$ cat src/include/dmsr_pkg.sv
// package: address map, field layout and carrier types of the data memory system register bank
package dmsr_pkg;

    // ****************************************
    // memory map
    // ****************************************
    localparam int unsigned DMSR_GEN_DEPTH = 128;
    localparam int unsigned DMSR_LCD_DEPTH = 32;
    localparam logic [7:0]  DMSR_GEN_LAST  = 8'h7f;
    localparam logic [7:0]  DMSR_LCD_LAST  = 8'h1f;
    localparam logic [3:0]  DMSR_BANK_ZERO = 4'h0;
    localparam logic [3:0]  DMSR_BANK_LCD  = 4'hf;

    // ****************************************
    // system register offsets
    // ****************************************
    localparam logic [7:0] IND1_LOW_OFS   = 8'h80;
    localparam logic [7:0] IND1_HIGH_OFS  = 8'h81;
    localparam logic [7:0] LOOKUP_BUF_OFS = 8'h82;
    localparam logic [7:0] IND2_LOW_OFS   = 8'h83;
    localparam logic [7:0] IND2_HIGH_OFS  = 8'h84;
    localparam logic [7:0] FLAGS_OFS      = 8'h86;
    localparam logic [7:0] BANK_SEL_OFS   = 8'h87;
    localparam logic [7:0] CAPT_MODE_OFS  = 8'ha0;
    localparam logic [7:0] CAPT_CLOW_OFS  = 8'ha1;
    localparam logic [7:0] CAPT_CHIGH_OFS = 8'ha2;
    localparam logic [7:0] EVT_LOW_OFS    = 8'ha3;
    localparam logic [7:0] EVT_HIGH_OFS   = 8'ha4;
    localparam logic [7:0] CAPT_CTRL_OFS  = 8'ha5;
    localparam logic [7:0] RCONV_MODE_OFS = 8'ha6;
    localparam logic [7:0] PORT0_DIR_OFS  = 8'hb8;
    localparam logic [7:0] EDGE_SEL_OFS   = 8'hbf;
    localparam logic [7:0] WAKE_EN_OFS    = 8'hc0;
    localparam logic [7:0] PORT1_DIR_OFS  = 8'hc1;
    localparam logic [7:0] PORT2_DIR_OFS  = 8'hc2;
    localparam logic [7:0] PORT3_DIR_OFS  = 8'hc3;
    localparam logic [7:0] PORT5_DIR_OFS  = 8'hc5;
    localparam logic [7:0] IRQ_FLAGS_OFS  = 8'hc8;
    localparam logic [7:0] IRQ_MASK_OFS   = 8'hc9;
    localparam logic [7:0] OSC_MODE_OFS   = 8'hca;
    localparam logic [7:0] DISP_MODE_OFS  = 8'hcb;
    localparam logic [7:0] WDOG_CLR_OFS   = 8'hcc;
    localparam logic [7:0] PWM_RELOAD_OFS = 8'hcd;
    localparam logic [7:0] PC_LOW_OFS     = 8'hce;
    localparam logic [7:0] PC_HIGH_OFS    = 8'hcf;
    localparam logic [7:0] PORT0_DATA_OFS = 8'hd0;
    localparam logic [7:0] PORT1_DATA_OFS = 8'hd1;
    localparam logic [7:0] PORT2_DATA_OFS = 8'hd2;
    localparam logic [7:0] PORT3_DATA_OFS = 8'hd3;
    localparam logic [7:0] PORT5_DATA_OFS = 8'hd5;
    localparam logic [7:0] BT_MODE_OFS    = 8'hd8;
    localparam logic [7:0] BT_COUNT_OFS   = 8'hd9;
    localparam logic [7:0] PWM_MODE_OFS   = 8'hda;
    localparam logic [7:0] PWM_COUNT_OFS  = 8'hdb;
    localparam logic [7:0] STACK_PTR_OFS  = 8'hdf;
    localparam logic [7:0] PORT0_PU_OFS   = 8'he0;
    localparam logic [7:0] PORT1_PU_OFS   = 8'he1;
    localparam logic [7:0] PORT2_PU_OFS   = 8'he2;
    localparam logic [7:0] PORT3_PU_OFS   = 8'he3;
    localparam logic [7:0] PORT5_PU_OFS   = 8'he5;
    localparam logic [7:0] IND1_PORT_OFS  = 8'he6;
    localparam logic [7:0] IND2_PORT_OFS  = 8'he7;
    localparam logic [7:0] PWM_DUTY_OFS   = 8'he8;
    localparam logic [7:0] STACK_BASE_OFS = 8'hf0;

    // ****************************************
    // field layout and fixed values
    // ****************************************
    localparam int unsigned BANK_SELECT_BIT   = 0;
    localparam int unsigned LOW_VOLTAGE_LSB   = 4;
    localparam logic [7:0]  FLAGS_HW_MASK     = 8'h30;
    localparam logic [7:0]  RCONV_FIXED_MASK  = 8'h30;
    localparam logic [7:0]  RCONV_FIXED_VALUE = 8'h10;
    localparam logic [7:0]  IRQ_FIELD_MASK    = 8'h73;
    localparam logic [7:0]  STACK_HIGH_MASK   = 8'h0f;

    // ****************************************
    // carrier types
    // ****************************************
    typedef enum logic [1:0] {
        DMSR_OP_READ  = 2'b00,
        DMSR_OP_WRITE = 2'b01,
        DMSR_OP_BSET  = 2'b11,
        DMSR_OP_BCLR  = 2'b10
    } dmsr_op_t;

    typedef enum logic [1:0] {
        DMSR_TGT_NONE = 2'b00,
        DMSR_TGT_GEN  = 2'b01,
        DMSR_TGT_SYS  = 2'b11,
        DMSR_TGT_LCD  = 2'b10
    } dmsr_tgt_t;

    typedef struct packed {
        logic       valid;
        dmsr_op_t   op;
        logic       bank0_type;
        logic [7:0] addr;
        logic [2:0] bit_idx;
        logic [7:0] wdata;
    } dmsr_req_t;

    typedef struct packed {
        logic       valid;
        logic       refused;
        logic [7:0] rdata;
    } dmsr_resp_t;

    typedef struct packed {
        logic [11:0] pc;
        logic        bank_select;
        logic [7:0]  pwm_reload;
        logic        wdog_clear;
        logic [7:0]  wdog_value;
        logic        irq_pending;
        logic [7:0]  capture_mode;
        logic [7:0]  osc_mode;
        logic [7:0]  display_mode;
    } dmsr_ctl_t;

    // writable bits of each system register; zero marks an unassigned address
    function automatic logic [7:0] dmsr_wmask(input logic [7:0] a);
        logic [7:0] m;
        m = 8'h00;
        case (a)
            IND1_LOW_OFS, IND1_HIGH_OFS, LOOKUP_BUF_OFS, IND2_LOW_OFS, IND2_HIGH_OFS: m = 8'hff;
            FLAGS_OFS:      m = 8'hc7;
            BANK_SEL_OFS:   m = 8'h01;
            CAPT_MODE_OFS:  m = 8'hf8;
            CAPT_CLOW_OFS, CAPT_CHIGH_OFS, EVT_LOW_OFS: m = 8'hff;
            EVT_HIGH_OFS:   m = 8'h03;
            CAPT_CTRL_OFS:  m = 8'h8f;
            RCONV_MODE_OFS: m = 8'h8f;
            PORT0_DIR_OFS, PORT0_PU_OFS: m = 8'h17;
            EDGE_SEL_OFS:   m = 8'h18;
            WAKE_EN_OFS, PORT1_DIR_OFS, PORT1_DATA_OFS, PORT1_PU_OFS: m = 8'h7f;
            PORT2_DIR_OFS, PORT3_DIR_OFS, PORT2_DATA_OFS, PORT3_DATA_OFS: m = 8'hff;
            PORT2_PU_OFS, PORT3_PU_OFS: m = 8'hff;
            PORT5_DIR_OFS, PORT5_DATA_OFS, PORT5_PU_OFS: m = 8'h10;
            IRQ_FLAGS_OFS, IRQ_MASK_OFS: m = IRQ_FIELD_MASK;
            OSC_MODE_OFS:   m = 8'h1e;
            DISP_MODE_OFS, WDOG_CLR_OFS, PWM_RELOAD_OFS, PC_LOW_OFS: m = 8'hff;
            PC_HIGH_OFS:    m = 8'h0f;
            PORT0_DATA_OFS: m = 8'h1f;
            BT_MODE_OFS:    m = 8'hf1;
            BT_COUNT_OFS, PWM_COUNT_OFS, PWM_DUTY_OFS: m = 8'hff;
            PWM_MODE_OFS:   m = 8'hfd;
            STACK_PTR_OFS:  m = 8'h87;
            default: begin
                if (a >= STACK_BASE_OFS) begin
                    m = a[0] ? STACK_HIGH_MASK : 8'hff;
                end
            end
        endcase
        return m;
    endfunction : dmsr_wmask

    function automatic logic dmsr_write_only(input logic [7:0] a);
        logic w;
        w = 1'b0;
        case (a)
            WAKE_EN_OFS, WDOG_CLR_OFS, PWM_RELOAD_OFS: w = 1'b1;
            PORT0_PU_OFS, PORT1_PU_OFS, PORT2_PU_OFS, PORT3_PU_OFS, PORT5_PU_OFS: w = 1'b1;
            default: w = 1'b0;
        endcase
        return w;
    endfunction : dmsr_write_only

endpackage : dmsr_pkg

$ cat src/verilog/dmsr_regs.sv
// data memory map, system register file and indirect access ports of the core
//
// Operation
// - bank 0 addresses 000h-07Fh are 128 bytes of general read/write RAM.
// - bank 0 addresses 080h-0FFh reach the system register space, not RAM.
// - bank 15 addresses 00h-1Fh hold 32 bytes of display segment RAM.
// - bank-0-type accesses always hit bank 0 whatever the bank selection says.
// - bank selection register at 087h, bit 0 selects the bank for ordinary accesses.
// - first indirect port acts on RAM addressed by pointer bytes 081h:080h.
// - second indirect port acts on RAM addressed by pointer bytes 084h:083h.
// - byte 082h is a working register and the table look-up upper-byte buffer.
// - 12-bit program counter, low byte at 0CEh, bits 11:8 low nibble at 0CFh.
// - watchdog clear at 0CCh is write-only; a write restarts the watchdog count.
// - reload buffer at 0CDh is write-only and supplies the PWM timer reload value.
// - request flags 0C8h and enables 0C9h use bits 6,5,4,1,0.
// - flags 086h: reset cause 7:6, low voltage 5:4, carry 2, decimal carry 1, zero 0.
// - eight return-address slots at 0F0h-0FFh, low byte then high nibble.
// - write-only wake-up enables at 0C0h, bits 6:0, one per port 1 pin.
// - direction bits sit at the same position as their pin in the data register.
// - edge selection at 0BFh, bits 4:3 choose the external input zero edge.
// - capture timer mode 0A0h: enable bit 7, rate 6:4, clock source bit 3.
// - 10-bit event counter, low byte 0A3h, upper two bits at 0A4h bits 1:0.
// - oscillator mode 0CAh: mode 4:3, clock mode bit 2, fast oscillator stop bit 1.
// - display mode 0CBh: pump clock 7:6, pump enable 5, segments 4:2, bias 1, enable 0.
// - converter mode 0A6h keeps bit 5 at zero and bit 4 at one.
// - single-bit set and clear work only on readable and writable registers.
`timescale 1ns/1ns

module dmsr_regs (
    input  wire logic                clk,
    input  wire logic                rst_b,
    input  wire dmsr_pkg::dmsr_req_t req,
    input  wire logic [1:0]          low_voltage_pins,
    input  wire logic [7:0]          irq_events,
    output      dmsr_pkg::dmsr_resp_t resp,
    output      dmsr_pkg::dmsr_ctl_t  ctl
);
    import dmsr_pkg::*;

    // ****************************************
    // state
    // ****************************************
    typedef struct packed {
        logic [127:0][7:0] sysreg;
        dmsr_resp_t        resp;
        dmsr_ctl_t         ctl;
        logic [1:0]        lv_s1;
        logic [1:0]        lv_s2;
        logic [1:0]        lv_s3;
        logic [1:0]        lv_stable;
    } dmsr_state_t;

    typedef struct packed {
        dmsr_tgt_t  kind;
        logic [7:0] off;
    } dmsr_loc_t;

    dmsr_state_t st;
    dmsr_state_t next_st;

    logic [7:0] gen_ram [DMSR_GEN_DEPTH];
    logic [7:0] lcd_ram [DMSR_LCD_DEPTH];

    logic       gen_we;
    logic [6:0] gen_wa;
    logic [4:0] lcd_wa;
    logic       lcd_we;
    logic [7:0] mem_wd;

    // ****************************************
    // address resolution
    // ****************************************
    // indirect targets into the system space resolve to nothing: no recursion through the ports
    function automatic dmsr_loc_t resolve(input logic [3:0] bank, input logic [7:0] off, input logic allow_sys);
        dmsr_loc_t l;
        l.kind = DMSR_TGT_NONE;
        l.off  = off;
        if (bank == DMSR_BANK_ZERO) begin
            if (off <= DMSR_GEN_LAST) begin
                l.kind = DMSR_TGT_GEN;
            end else if (allow_sys) begin
                l.kind = DMSR_TGT_SYS;
            end
        end else if (bank == DMSR_BANK_LCD && off <= DMSR_LCD_LAST) begin
            l.kind = DMSR_TGT_LCD;
        end
        return l;
    endfunction : resolve

    function automatic logic [7:0] sys_read(input dmsr_state_t s, input logic [7:0] a);
        logic [7:0] v;
        v = s.sysreg[a[6:0]] & dmsr_wmask(a);
        if (a == FLAGS_OFS) begin
            v = v | (s.sysreg[a[6:0]] & FLAGS_HW_MASK);
        end
        if (a == RCONV_MODE_OFS) begin
            v = v | RCONV_FIXED_VALUE;
        end
        if (dmsr_write_only(a)) begin
            v = 8'h00;
        end
        return v;
    endfunction : sys_read

    // ****************************************
    // next state
    // ****************************************
    always_comb begin
        dmsr_loc_t  loc;
        logic [3:0] bank;
        logic [7:0] cur;
        logic [7:0] newv;
        logic [7:0] wm;
        logic       is_bitop;
        logic       refuse;
        logic [7:0] ptr_lo;
        logic [7:0] ptr_hi;
        loc      = '{kind: DMSR_TGT_NONE, off: 8'h00};
        bank     = 4'h0;
        cur      = 8'h00;
        newv     = 8'h00;
        wm       = 8'h00;
        is_bitop = 1'b0;
        refuse   = 1'b0;
        ptr_lo   = 8'h00;
        ptr_hi   = 8'h00;
        gen_we   = 1'b0;
        gen_wa   = 7'h00;
        lcd_we   = 1'b0;
        lcd_wa   = 5'h00;
        mem_wd   = 8'h00;

        next_st                = st;
        next_st.resp.valid     = 1'b0;
        next_st.resp.refused   = 1'b0;
        next_st.ctl.wdog_clear = 1'b0;

        // low-voltage indications come from the analogue side, so they are synchronised
        next_st.lv_s1 = low_voltage_pins;
        next_st.lv_s2 = st.lv_s1;
        next_st.lv_s3 = st.lv_s2;
        if (st.lv_s2 == st.lv_s3) begin
            next_st.lv_stable = st.lv_s3;
        end

        if (req.valid) begin
            if (req.bank0_type) begin
                bank = DMSR_BANK_ZERO;
            end else begin
                bank = {3'b000, st.sysreg[BANK_SEL_OFS[6:0]][BANK_SELECT_BIT]};
            end
            loc = resolve(bank, req.addr, 1'b1);
            if (loc.kind == DMSR_TGT_SYS && req.addr == IND1_PORT_OFS) begin
                ptr_lo = st.sysreg[IND1_LOW_OFS[6:0]];
                ptr_hi = st.sysreg[IND1_HIGH_OFS[6:0]];
                loc    = resolve(ptr_hi[3:0], ptr_lo, 1'b0);
            end else if (loc.kind == DMSR_TGT_SYS && req.addr == IND2_PORT_OFS) begin
                ptr_lo = st.sysreg[IND2_LOW_OFS[6:0]];
                ptr_hi = st.sysreg[IND2_HIGH_OFS[6:0]];
                loc    = resolve(ptr_hi[3:0], ptr_lo, 1'b0);
            end

            case (loc.kind)
                DMSR_TGT_GEN: begin
                    cur = gen_ram[loc.off[6:0]];
                    wm  = 8'hff;
                end
                DMSR_TGT_LCD: begin
                    cur = lcd_ram[loc.off[4:0]];
                    wm  = 8'hff;
                end
                DMSR_TGT_SYS: begin
                    cur = sys_read(st, loc.off);
                    wm  = dmsr_wmask(loc.off);
                end
                default: begin
                    cur = 8'h00;
                    wm  = 8'h00;
                end
            endcase

            is_bitop = (req.op == DMSR_OP_BSET) || (req.op == DMSR_OP_BCLR);
            refuse   = is_bitop && loc.kind == DMSR_TGT_SYS && dmsr_write_only(loc.off);
            case (req.op)
                DMSR_OP_WRITE: newv = req.wdata;
                DMSR_OP_BSET:  newv = cur | (8'h01 << req.bit_idx);
                DMSR_OP_BCLR:  newv = cur & ~(8'h01 << req.bit_idx);
                default:       newv = cur;
            endcase

            next_st.resp.valid   = 1'b1;
            next_st.resp.refused = refuse;
            next_st.resp.rdata   = cur;

            if (req.op != DMSR_OP_READ && !refuse) begin
                case (loc.kind)
                    DMSR_TGT_GEN: begin
                        gen_we = 1'b1;
                        gen_wa = loc.off[6:0];
                        mem_wd = newv;
                    end
                    DMSR_TGT_LCD: begin
                        lcd_we = 1'b1;
                        lcd_wa = loc.off[4:0];
                        mem_wd = newv;
                    end
                    DMSR_TGT_SYS: begin
                        // only the mapped bits store; fixed and reserved bits keep their value
                        next_st.sysreg[loc.off[6:0]] = (st.sysreg[loc.off[6:0]] & ~wm) | (newv & wm);
                        if (loc.off == WDOG_CLR_OFS) begin
                            next_st.ctl.wdog_clear = 1'b1;
                            next_st.ctl.wdog_value = newv;
                        end
                    end
                    default: begin
                    end
                endcase
            end
        end

        // hardware set beats a software clear in the same cycle
        next_st.sysreg[IRQ_FLAGS_OFS[6:0]] = next_st.sysreg[IRQ_FLAGS_OFS[6:0]] | (irq_events & IRQ_FIELD_MASK);
        next_st.sysreg[FLAGS_OFS[6:0]][LOW_VOLTAGE_LSB +: 2] = next_st.lv_stable;
        next_st.sysreg[RCONV_MODE_OFS[6:0]] = (next_st.sysreg[RCONV_MODE_OFS[6:0]] & ~RCONV_FIXED_MASK)
                                              | RCONV_FIXED_VALUE;

        next_st.ctl.pc = {next_st.sysreg[PC_HIGH_OFS[6:0]][3:0], next_st.sysreg[PC_LOW_OFS[6:0]]};
        next_st.ctl.bank_select  = next_st.sysreg[BANK_SEL_OFS[6:0]][BANK_SELECT_BIT];
        next_st.ctl.pwm_reload   = next_st.sysreg[PWM_RELOAD_OFS[6:0]];
        next_st.ctl.irq_pending  = |(next_st.sysreg[IRQ_FLAGS_OFS[6:0]] & next_st.sysreg[IRQ_MASK_OFS[6:0]]
                                     & IRQ_FIELD_MASK);
        next_st.ctl.capture_mode = next_st.sysreg[CAPT_MODE_OFS[6:0]] & dmsr_wmask(CAPT_MODE_OFS);
        next_st.ctl.osc_mode     = next_st.sysreg[OSC_MODE_OFS[6:0]] & dmsr_wmask(OSC_MODE_OFS);
        next_st.ctl.display_mode = next_st.sysreg[DISP_MODE_OFS[6:0]];
    end

    // ****************************************
    // registers
    // ****************************************
    always_ff @(posedge clk or negedge rst_b) begin
        if (!rst_b) begin
            st <= '0;
        end else begin
            st <= next_st;
        end
    end

    // RAM has no reset: contents are undefined until software writes them
    always_ff @(posedge clk) begin
        if (gen_we) begin
            gen_ram[gen_wa] <= mem_wd;
        end
        if (lcd_we) begin
            lcd_ram[lcd_wa] <= mem_wd;
        end
    end

    assign resp = st.resp;
    assign ctl  = st.ctl;

endmodule : dmsr_regs

$ cat config.mk
export PLATFORM = sky130hd
export DESIGN_NAME = dmsr_regs
export DESIGN_NICKNAME = d
export VERILOG_FILES = /design/src/include/dmsr_pkg.sv /design/src/verilog/dmsr_regs.sv
export SDC_FILE = /design/constraint.sdc
export NUM_CORES = 2
export LEC_CHECK = 0
export BUFFER_PORTS_ARGS = -buffer_cell sky130_fd_sc_hd__clkbuf_2
export CAP_MARGIN = 20
export CORE_AREA = 5 5 451 453
export CTS_CLUSTER_DIAMETER = 120
export DETAILED_ROUTE_END_ITERATION = 6
export DIE_AREA = 0 0 456 458
export PLACE_DENSITY = 0.67
export REMOVE_ABC_BUFFERS = 1
export SYNTH_ARGS = -nofsm -noshare
export SYNTH_HDL_FRONTEND = slang
export SYNTH_SLANG_ARGS = --single-unit
$ cat constraint.sdc
create_clock -name clk -period 17.25 [get_ports clk]
set_input_delay 1.725 -clock clk [delete_from_list [all_inputs] [get_ports clk]]
set_output_delay 1.725 -clock clk [all_outputs]
set_load 0.05 [all_outputs]
==> results.tsv <==
metric	value	unit
Port Buffers	89	
Synth Register Bits	2329	
Clk Latency, worst-skew pair	0.93	ns
post-route antenna net violation count	0	
pwr/cell area	111	nW/um2
Synth-to-Final Area Change	9.28	%
CP max stage cell	buf_4	
Resized cells post-CTS	0	
crit-path max cell delay	0.83	ns
crit path kind	in -> reg	
Top cell by count, worst path	buf_4	
hold path startpoint	next_st[4]$_DFF_PN0_	
RSZ-0062 raised after global routing	no	
worst-case hold path end point	next_st[2]$_DFF_PN0_	
top cells by area, synth	edfxtp_1 37%, dfrtp_1 26%, nand2_1 5.9%	
sequential element share of the synthesized area	0.628	
CTS root buf	clkbuf_16	
most frequent cell after synthesis	nand2_1	
CP Cell Sequence	clkbuf_2 > mux2i_1 > and3_4 > a21boi_4 > buf_12 > buf_4 > buf_4 > mux2i_1 > o21ai_0 > a221oi_1 > nor4_1 > o21ai_0 > a22oi_1 > o211a_1 > o21ai_0 > a21o_1 > a221oi_1 > nor2b_4 > buf_4 > buf_4	
gpl congestion	0.926	
First-pass DRT Iterations	7	
layout cells sized above 1	0.0856	
total gr overflow	0	
Worst Setup End Kind	flop	
Die Y	458	um
CP startpoint kind	primary input	
detailed-route DRC error count	3	
FFs w/ async S/R, synth	0.450	
die width	456	um
Tmin final	9.55	ns
most common library cells after synthesis	1615 x nand2_1, 1280 x edfxtp_1, 1161 x nor2_1	
Tcrit/Tclk final	0.554	
setup TNS	0	ns
failing checks	DRC	
ys flop type	edfxtp_1	
clock transition at the registers of the reported paths	0.06	ns
global-route wire length before repair	486	mm
clock buffer count from CTS	232	
post-DP HPWL	203	mm
Hold Violations, Final	0	
critical path arrival	10.09	ns
R2R depth	19	
Max-Cap Viols	0	
Worst EP required	17.79	ns
CTS tree	built	
via count	75846	
Cells after Synth	9433	
final worst slack	7.70	ns
Slew Viols, Final	0	
pin count of the biggest net entering global routing	193	
EDFF count, synth	1280	
I/O pins	100	
# nets final	9243	
crit path max fanout	111	
Via density	6.29	
die area	209000	um2
FF-to-FF End	gen_ram[10][4]$_DFFE_PP_	
worst reg2reg startpoint	st[129]$_DFFE_PN0P_	
status	finished with violations	
post-layout util	0.566	
Max Freq	0.105	GHz
Starting Density	0.518	
CORE AREA	199000	um2
Iteration-0 DRC Markers	9881	
Site Rows	164	
max_slew headroom	0.124	
Syn Area/Cell	10.9	um2
Hold Path Class	reg -> reg	
Max Buffers Root-to-Sink	3	
hold buffer count at cts	0	
Post-Syn Area	103000	um2
slew of the pin with the lowest slew margin	1.31	ns
clk sinks	2329	
detail-routed net length per standard cell	27.6	um
Synthesis Warnings	0	
top cell type's share of synthesized area	0.373	
final WL	332	mm
reg2reg setup slack	8.58	ns
Pleak	44.7	nW
Synth cell types	100	
H-tree depth	4	
Max VDD drop	0.000115	V
vias in the first global route	72301	
Yosys top cell by area	edfxtp_1	
GRT Total Usage	0.310	
initial antenna violation count	19	
Worst Hold Depth	0	
DP Worst Slack	7.10	ns
Final setup viols	0	
Post-CTS Setup Bufs	0	
Worst Clk Skew	0.0754	ns
[worst max-delay path, delay by kind of cell]
kind | cells | cell delay, ns
AO/OA/AOI/OAI | 9 | 2.81
buffers and inverters | 6 | 3.73
AND/OR/NAND/NOR | 3 | 1.10
multiplexers | 2 | 0.41
[cell usage in the layout, fill, tap and decap left out, types with 19 or more instances in the layout]
cell       netlist  final
and3_1          50     49
o211a_1         19     19
mux2_2          28     27
clkbuf_1       300     59
o211ai_1        57     57
nand2_1       1615   1609
clkbuf_16        0    233
dfrtp_1       1049   1049
clkinv_2         0     28
mux2i_1        573    573
a21oi_1        928    928
nor3_1          57     51
a211oi_1        95     92
clkbuf_8         0     36
nor2_1        1161   1146
clkbuf_2         0     87
nand3_1        670    663
a311oi_1        83     83
bufinv_16        0     21
edfxtp_1      1280   1280
inv_1           38     38
and2_1          69     69
a31oi_1         82     82
o22ai_1         23     23
nand4_1         44     44
a32oi_1         48     48
clkinv_1         1     23
o21ai_0        265    264
nor4_1          27     20
o31ai_1         88     88
a221oi_1        62     62
buf_4          169    210
[metal layers]
layer | vias up | share of wire | GRT usage
met3 | 1022 | 0.10 | 0.0690
met2 | 4294 | 0.44 | 0.465
met5 | - | 0.00015 | 0
li1 | 33208 | - | -
met4 | 6 | 0.075 | 0.202
met1 | 37316 | 0.38 | 0.410
[where the power goes]
group          internal (W)  switching (W)
clock network       0.00295        0.00219
logic              0.000314       0.000931
registers           0.00604      0.0000939
[state kept, by name, indices dropped and copies added (netlist names)]
| name | count |
|---|---|
| next_st | 4 |
| resp | 10 |
| st | 998 |
| gen_ram | 1024 |
| lcd_ram | 256 |
| ctl | 37 |
[stage by stage]
stage	power (W)	hold slack, ns	instance area (um2)	std cells
2_1_floorplan	0.00712	0.331	98600	8649
3_3_place_gp	0.00742	0.341	104000	11608
3_5_place_dp	0.00745	0.342	105000	11615
4_1_cts	0.0125	0.359	112000	12037
5_1_grt	0.0129	0.366	112000	12054
6_report	0.0125	0.354	112000	12065
[worst max path at each step]
stage / cells after the start / endpoint / slack [ns] / startpoint
floorplan: 12 / gen_ram[0][2]$_DFFE_PP_ / -14.75 / req[19]
global placement: 23 / gen_ram[28][4]$_DFFE_PP_ / 7.16 / req[11]
detailed placement: 20 / gen_ram[81][4]$_DFFE_PP_ / 7.10 / req[11]
CTS: 20 / gen_ram[91][4]$_DFFE_PP_ / 8.05 / req[11]
global route: 20 / gen_ram[23][4]$_DFFE_PP_ / 7.61 / req[11]
finish: 20 / gen_ram[10][4]$_DFFE_PP_ / 7.70 / req[11]
[layout make-up]
| class | instances | area, um2 |
|---|---|---|
| Inverter | 39 | 146 |
| Fill cell | 16239 | 86300 |
| Clock inverter | 94 | 1210 |
| Antenna cell | 17 | 42.5 |
| Timing Repair Buffer | 321 | 2450 |
| Tap cell | 2656 | 3320 |
| Multi-Input combinational cell | 6281 | 34100 |
| Sequential cell | 2329 | 64700 |
| Clock buffer | 328 | 6550 |
[cells by family (layout without fill, tap and decap cells)]
logic type	Yosys count	in the layout	share of synthesized area
xor gates and xnor gates	2	2	0.000170
DFF	2329	2329	0.628
AOI/OAI and AO/OA	1911	1911	0.114
and+or+nand+nor	3752	3752	0.153
muxes	604	604	0.0594
adders and majority gates	4	4	0.000486
buffers and inverters	829	782	0.0442
other	2	25	0.0000730
(Power assumes the default switching activity.)
